## src/logic/rhpmx_pkg.sv

```systemverilog
// Constants for the right headphone mixer control register slice
package rhpmx_pkg;

   // ****************************************
   // Bus geometry
   // ****************************************
   localparam int          ADDR_W = 12;
   localparam int          DATA_W = 32;
   localparam int          MIX_N  = 8;

   // ****************************************
   // Register indexes (byte address is four times the index)
   // ****************************************
   localparam logic [9:0] IDX_LEFT_DAC_TO_RIGHT_HP_VOL     = 10'h03d;
   localparam logic [9:0] IDX_RIGHT_LINE2_TO_RIGHT_HP_VOL  = 10'h03e;
   localparam logic [9:0] IDX_RIGHT_AMP_TO_RIGHT_HP_VOL    = 10'h03f;
   localparam logic [9:0] IDX_RIGHT_DAC_TO_RIGHT_HP_VOL    = 10'h040;
   localparam logic [9:0] IDX_RIGHT_HP_OUTPUT_LEVEL_CTRL   = 10'h041;
   localparam logic [9:0] IDX_LEFT_LINE2_TO_RIGHT_COM_VOL  = 10'h042;
   localparam logic [9:0] IDX_LEFT_AMP_TO_RIGHT_COM_VOL    = 10'h043;
   localparam logic [9:0] IDX_LEFT_DAC_TO_RIGHT_COM_VOL    = 10'h044;
   localparam logic [9:0] IDX_RIGHT_LINE2_TO_RIGHT_COM_VOL = 10'h045;

   // Mixer-input registers in port order 0..7
   localparam logic [9:0] MIX_IDX [MIX_N] = '{
      IDX_LEFT_DAC_TO_RIGHT_HP_VOL,
      IDX_RIGHT_LINE2_TO_RIGHT_HP_VOL,
      IDX_RIGHT_AMP_TO_RIGHT_HP_VOL,
      IDX_RIGHT_DAC_TO_RIGHT_HP_VOL,
      IDX_LEFT_LINE2_TO_RIGHT_COM_VOL,
      IDX_LEFT_AMP_TO_RIGHT_COM_VOL,
      IDX_LEFT_DAC_TO_RIGHT_COM_VOL,
      IDX_RIGHT_LINE2_TO_RIGHT_COM_VOL
   };

   // ****************************************
   // Field positions
   // ****************************************
   localparam int          ROUTE_BIT = 7;
   localparam int          VOL_MSB   = 6;
   localparam int          LEVEL_MSB = 7;
   localparam int          LEVEL_LSB = 4;
   localparam int          MUTE_BIT  = 3;
   localparam int          HIZ_BIT   = 2;
   localparam int          STAT_BIT  = 1;
   localparam int          PWR_BIT   = 0;

   // ****************************************
   // Reset values
   // ****************************************
   localparam logic [7:0] MIX_RST   = 8'h00;
   localparam logic [3:0] LEVEL_RST = 4'h0;
   localparam logic       MUTE_RST  = 1'h0;
   localparam logic       HIZ_RST   = 1'h1;
   localparam logic       STAT_RST  = 1'h1;
   localparam logic       PWR_RST   = 1'h0;

   // ****************************************
   // Timing
   // ****************************************
   localparam int          CLK_PERIOD_NS  = 4;
   localparam int          GAIN_APPLY_NS  = 64;
   localparam int          GAIN_APPLY_CYC =
      (GAIN_APPLY_NS + CLK_PERIOD_NS - 1) / CLK_PERIOD_NS;
   localparam logic [4:0] GAIN_APPLY_CNT = 5'(GAIN_APPLY_CYC);

endpackage

```

## src/logic/rhpmx_regs.sv

```systemverilog
// APB register slice for the right headphone mixer and driver controls
//
// Our own choice: register access over APB.
`timescale 1ns/1ps
module rhpmx_regs (
   input  wire logic                            i_clk_sys,
   input  wire logic                            i_resetn,
   input  wire logic                            i_psel,
   input  wire logic                            i_penable,
   input  wire logic                            i_pwrite,
   input  wire logic [rhpmx_pkg::ADDR_W-1:0]    i_paddr,
   input  wire logic [rhpmx_pkg::DATA_W-1:0]    i_pwdata,
   input  wire logic [3:0]                      i_pstrb,
   output logic                                 o_pready,
   output logic      [rhpmx_pkg::DATA_W-1:0]    o_prdata,
   output logic                                 o_pslverr,
   output logic      [rhpmx_pkg::MIX_N-1:0]     o_mix_route,
   output logic      [rhpmx_pkg::MIX_N-1:0][6:0] o_mix_vol,
   output logic      [3:0]                      o_hp_level,
   output logic                                 o_hp_unmute,
   output logic                                 o_hp_pd_hiz,
   output logic                                 o_hp_power,
   output logic                                 o_gain_pending
);
   import rhpmx_pkg::*;

   // ****************************************
   // Address decode
   // ****************************************
   logic [9:0]       word_idx;
   logic [MIX_N-1:0] mix_hit;
   logic             ctrl_hit;
   logic             any_hit;
   logic             setup_ph;
   logic             wr_en;
   logic             gain_wr;
   logic [7:0]       mix_reg [MIX_N];
   logic [7:0]       rd_byte;
   logic [4:0]       gain_cnt;
   logic [4:0]       next_gain_cnt;

   assign word_idx = i_paddr[11:2];
   assign ctrl_hit = (word_idx == IDX_RIGHT_HP_OUTPUT_LEVEL_CTRL);
   assign any_hit  = ctrl_hit | (|mix_hit);
   assign setup_ph = i_psel & ~i_penable;
   // Only the low byte lane carries register data
   assign wr_en    = i_psel & i_penable & o_pready & i_pwrite & i_pstrb[0];
   assign gain_wr  = wr_en & any_hit;

   // ****************************************
   // Mixer-input registers
   // ****************************************
   genvar g;
   generate
      for (g = 0; g < MIX_N; g++) begin : g_mix
         assign mix_hit[g] = (word_idx == MIX_IDX[g]);
         always_ff @(posedge i_clk_sys) begin
            if (!i_resetn) begin
               mix_reg[g] <= MIX_RST;
            end else if (wr_en && mix_hit[g]) begin
               mix_reg[g] <= i_pwdata[7:0];
            end
         end
         assign o_mix_route[g] = mix_reg[g][ROUTE_BIT];
         assign o_mix_vol[g]   = mix_reg[g][VOL_MSB:0];
      end
   endgenerate

   // ****************************************
   // Output level control register
   // ****************************************
   // Level codes 10-15 are stored as written; keeping them out is software's job.
   always_ff @(posedge i_clk_sys) begin
      if (!i_resetn) begin
         o_hp_level  <= LEVEL_RST;
         o_hp_unmute <= MUTE_RST;
         o_hp_pd_hiz <= HIZ_RST;
         o_hp_power  <= PWR_RST;
      end else if (wr_en && ctrl_hit) begin
         o_hp_level  <= i_pwdata[LEVEL_MSB:LEVEL_LSB];
         o_hp_unmute <= i_pwdata[MUTE_BIT];
         o_hp_pd_hiz <= i_pwdata[HIZ_BIT];
         o_hp_power  <= i_pwdata[PWR_BIT];
      end
   end

   // ****************************************
   // Gain application status
   // ****************************************
   // Any new gain setting restarts the ramp; a write in the last cycle of
   // a ramp therefore never lets the bit fall early.
   always_comb begin
      next_gain_cnt = gain_cnt;
      if (gain_wr) begin
         next_gain_cnt = GAIN_APPLY_CNT;
      end else if (gain_cnt != 5'h00) begin
         next_gain_cnt = gain_cnt - 5'h01;
      end
   end

   always_ff @(posedge i_clk_sys) begin
      if (!i_resetn) begin
         gain_cnt       <= GAIN_APPLY_CNT;
         o_gain_pending <= STAT_RST;
      end else begin
         gain_cnt       <= next_gain_cnt;
         o_gain_pending <= (next_gain_cnt != 5'h00);
      end
   end

   // ****************************************
   // APB answer
   // ****************************************
   always_comb begin
      rd_byte = 8'h00;
      for (int k = 0; k < MIX_N; k++) begin
         if (mix_hit[k]) begin
            rd_byte = mix_reg[k];
         end
      end
      if (ctrl_hit) begin
         rd_byte = {o_hp_level, o_hp_unmute, o_hp_pd_hiz, o_gain_pending, o_hp_power};
      end
   end

   // One wait-free access phase: ready is raised by the setup cycle
   always_ff @(posedge i_clk_sys) begin
      if (!i_resetn) begin
         o_pready  <= 1'h0;
         o_prdata  <= 32'h0000_0000;
         o_pslverr <= 1'h0;
      end else begin
         o_pready  <= setup_ph;
         o_pslverr <= setup_ph & ~any_hit;
         if (setup_ph && !i_pwrite) begin
            o_prdata <= {24'h00_0000, rd_byte};
         end else if (setup_ph) begin
            o_prdata <= 32'h0000_0000;
         end
      end
   end

   // ****************************************
   // Assertions
   // ****************************************
   logic [5:0] idle_cnt;

   always_ff @(posedge i_clk_sys) begin
      if (!i_resetn || gain_wr) begin
         idle_cnt <= 6'h00;
      end else if (idle_cnt != 6'h3f) begin
         idle_cnt <= idle_cnt + 6'h01;
      end
   end

   generate
      for (g = 0; g < MIX_N; g++) begin : g_chk

      end
   endgenerate
endmodule

```

## config.mk

```make
export PLATFORM = sky130hd
export DESIGN_NAME = rhpmx_regs
export DESIGN_NICKNAME = d
export VERILOG_FILES = /design/src/logic/rhpmx_pkg.sv /design/src/logic/rhpmx_regs.sv
export SDC_FILE = /design/constraint.sdc
export NUM_CORES = 1
export LEC_CHECK = 0
export ABC_AREA = 1
export BUFFER_PORTS_ARGS = -buffer_cell sky130_fd_sc_hd__buf_4
export CAP_MARGIN = 20
export CORE_AREA = 5 5 98 100
export DETAILED_ROUTE_END_ITERATION = 12
export DIE_AREA = 0 0 103 105
export PLACE_DENSITY = 0.84
export SETUP_SLACK_MARGIN = 0.15
export SKIP_CTS_REPAIR_TIMING = 1
export SLEW_MARGIN = 10
export SYNTH_ARGS = -nofsm -noshare
export SYNTH_HDL_FRONTEND = slang
export SYNTH_SLANG_ARGS = --single-unit
```

## constraint.sdc

```tcl
create_clock -name i_clk_sys -period 3.67 [get_ports i_clk_sys]
set_input_delay 0.367 -clock i_clk_sys [delete_from_list [all_inputs] [get_ports i_clk_sys]]
set_output_delay 0.367 -clock i_clk_sys [all_outputs]
set_load 0.005 [all_outputs]
```

==> impl_metrics.sql <==
INSERT INTO impl_metrics (metric_group, metric, value, unit) VALUES
('run_status', 'result_of_the_run', 'complete, no violations', ''),
('cts', 'cts_buffers', '9', ''),
('cts', 'cts-root-buf', 'sky130_fd_sc_hd__clkbuf_8', ''),
('yosys', 'synth_async_sr_flop_share', '0', '%'),
('sta', 'final_slew_viol_count', '0', ''),
('drt', 'ant_nets', '0', ''),
('global_route', 'first_global_vias', '3763', ''),
('layout', 'commonest_non_fill_non_tap_cell_in_the_layout', 'sky130_fd_sc_hd__nand2_1', ''),
('die', 'std_cell_rows', '34', ''),
('drt', 'detail_route.wl_per_cell', '16.80', 'um'),
('die', 'chipWidth', '103', 'um'),
('setup_path', 'critical_path.startpoint_type', 'flop', ''),
('die', 'start_util', '52.40', '%'),
('drt', 'via_count', '3968', ''),
('global_route', 'met3_capacity_usage_during_global_routing', '4.464', '%'),
('pwr', 'switching_share', '27.01', '%'),
('pwr', 'p_int', '1.507', 'mW'),
('pwr', 'irDropWorstVdd', '0.2224', 'mV'),
('sta', 'hold_ws', '237.2', 'ps'),
('global_route', 'grt_antenna_before_repair', '0', ''),
('global_route', 'global_routing_usage_on_met2', '37.58', '%'),
('cts', 'tritoncts_num_sinks', '87', ''),
('placed_design', 'port_buffers', '105', ''),
('sta', 'post-route-period-util', '52.71', '%'),
('pwr', 'reported_net_switching_power', '557.6', 'uW'),
('cts', 'clock_tree_from_tritoncts', 'done', ''),
('global_route', 'grt_max_degree', '25', ''),
('yosys', 'synth_area', '4503', 'um2'),
('setup_path', 'path_max_fanout', '15', ''),
('die', 'die-height', '105', 'um'),
('cts', 'cts.htree.levels', '3', ''),
('sta', 'tightest_slew', '546.7', 'ps'),
('drt', 'detailedRoute.firstIterationViolations', '393', ''),
('yosys', 'synthFlopType', 'sky130_fd_sc_hd__edfxtp_1', ''),
('setup_path', 'crit_type', 'reg -> reg', ''),
('placed_design', 'hpwl_after_detailed_placement', '9205', 'um'),
('setup_path', 'cp_slowest_stage_delay', '500', 'ps'),
('layout', 'largest_register_ff_count', '64', ''),
('cts', 'clk_pin_slew_worst_paths', '90', 'ps'),
('drt', 'drt_drc_violations_left', '0', ''),
('yosys', 'yosys_register_bits', '87', ''),
('setup_path', 'worst_r2r_startpoint', 'o_pready', ''),
('drt', 'via_per_inst', '5.341', ''),
('layout', 'design.final.nets', '684', ''),
('worst_hold_path', 'min_path_type', 'in -> reg', ''),
('pwr', 'fin_total_pwr', '2.064', 'mW'),
('setup_path', 'worst_ep_required_time', '3760', 'ps'),
('setup_path', 'crit-reg2reg-capture', 'mix_reg[1][22]', ''),
('sta', 'fin_worst_skew', '7.917', 'ps'),
('setup_path', 'cp-end-kind', 'flop', ''),
('cts', 'clock_latency_on_the_worst_skew_pair', '370', 'ps'),
('drt', 'drt_pre_antenna_iters', '5', ''),
('layout', 'antennaDiodeCount', '0', ''),
('layout', 'filler_cell_count', '689', ''),
('setup_path', 'crit_path_cell_trace', 'and3_1 > buf_4 > clkinv_1 > o21ai_0 > buf_4', ''),
('sta', 'slew-limit-headroom', '63.17', '%'),
('yosys', 'synth_warnings', '0', ''),
('pwr', 'power_share_of_the_combinational_group', '12.9', '%'),
('pwr', 'static_leakage', '2.593', 'nW'),
('pwr', 'part_of_the_total_power_dissipated_in_sequential_elements', '54.4', '%'),
('run', 'maxCapViolCount', '0', ''),
('drt', 'postRouteWirelength', '12480', 'um'),
('global_route', 'grtUsageMet1', '30.67', '%'),
('placed_design', 'globalplace.congestion', '0.8843', ''),
('global_route', 'gr-max-usage-layer', 'met2', ''),
('yosys', 'ys_types', '36', ''),
('yosys', 'yosysSeqAreaShare', '52.90', '%'),
('pwr', 'p_per_area', '376.3', 'nW/um2'),
('yosys', 'mean_instance_size_in_the_synthesized_netlist', '8.594', 'um2'),
('layout', 'final_core_utilization', '63.85', '%'),
('setup_path', 'worst_r2r_path_depth', '5', '');
-- synthesized netlist by cell type (all sizes together), types with 2 or more instances --
library cell	instances	area, um2
a21oi	42	214.0
buf	33	239.0
dfxtp	23	460.4
nand2	132	508.0
nor2	115	531.8
o21ai	11	55.05
clkinv	8	30.03
nand3	17	115.1
clkbuf	4	15.01
nor3	5	35.03
xor2	2	17.52
nand4	8	65.06
or2	9	56.31
nand3b	7	52.55
inv	38	142.6
edfxtp	64	1922
o211ai	2	15.01
-- worst reg2reg max path, stage by stage, from the launching register on --
cell	delay, ps
sky130_fd_sc_hd__dfxtp_1	340
sky130_fd_sc_hd__and3_1	150
sky130_fd_sc_hd__buf_4	210
sky130_fd_sc_hd__clkinv_1	190
sky130_fd_sc_hd__o21ai_0	500
sky130_fd_sc_hd__buf_4	250
-- final cells by class --
| type | instances | area (um2) | share of cell area, % |
|---|---|---|---|
| Clock inverter | 5 | 35.03 | 0.6385 |
| Tap cell | 108 | 135.1 | 2.463 |
| Timing Repair Buffer | 109 | 818.3 | 14.91 |
| Sequential cell | 87 | 2382 | 43.42 |
| Inverter | 46 | 172.7 | 3.147 |
| Clock buffer | 11 | 162.7 | 2.965 |
| Multi-Input combinational cell | 377 | 1780 | 32.45 |
-- routing by layer --
| metal | vias to the layer above | wire length, um | part of all wire, % |
|---|---|---|---|
| met1 | 1829 | 4678 | 37 |
| met2 | 244 | 5913 | 47 |
| met3 | 30 | 1495 | 12 |
| met5 | - | 0 | 0 |
| met4 | 0 | 391 | 3.1 |
| li1 | 1865 | - | - |
-- metrics by stage --
stage          instances  area (um2)
6_report             743        5487
5_1_grt              743        5487
4_1_cts              743        5487
3_5_place_dp         727        5289
3_3_place_gp         727        5289
2_1_floorplan        547        4589
-- power groups by stage --
stage | Clock (mW) | Combinational (mW) | Sequential, mW
after global placement | 0 | 0.249 | 1.14
after global routing | 0.717 | 0.301 | 1.13
final | 0.675 | 0.265 | 1.12
after CTS | 0.671 | 0.265 | 1.12
after detailed placement | 0 | 0.263 | 1.15
after floorplan | 0 | 0.181 | 1.14
-- how the worst max path moves through the flow --
stage	startpoint	endpoint	slack [ps]	cells after the start
4_1_cts	o_pready	mix_reg[1][22]	1760	5
5_1_grt	o_pready	mix_reg[1][22]	1580	5
3_5_place_dp	i_penable	mix_reg[1][20]	1510	8
6_report	o_pready	mix_reg[1][22]	1740	5
3_3_place_gp	i_penable	mix_reg[1][18]	1600	8
2_1_floorplan	i_paddr[3]	mix_reg[1][24]	1580	6
-- cells by family (layout without fill, tap and decap cells) --
logic type / count (synthesis) / after routing / share of synthesized area [%]
fa+ha+maj: 1 / 1 / 0.2778
simple gates: 294 / 294 / 30.43
xor+xnor: 2 / 2 / 0.3891
flops: 87 / 87 / 52.90
buf+inv: 83 / 171 / 9.474
other cells: 1 / 24 / 0.08328
compound gates: 56 / 56 / 6.446
No activity file was read; power rests on OpenSTA's default activity.
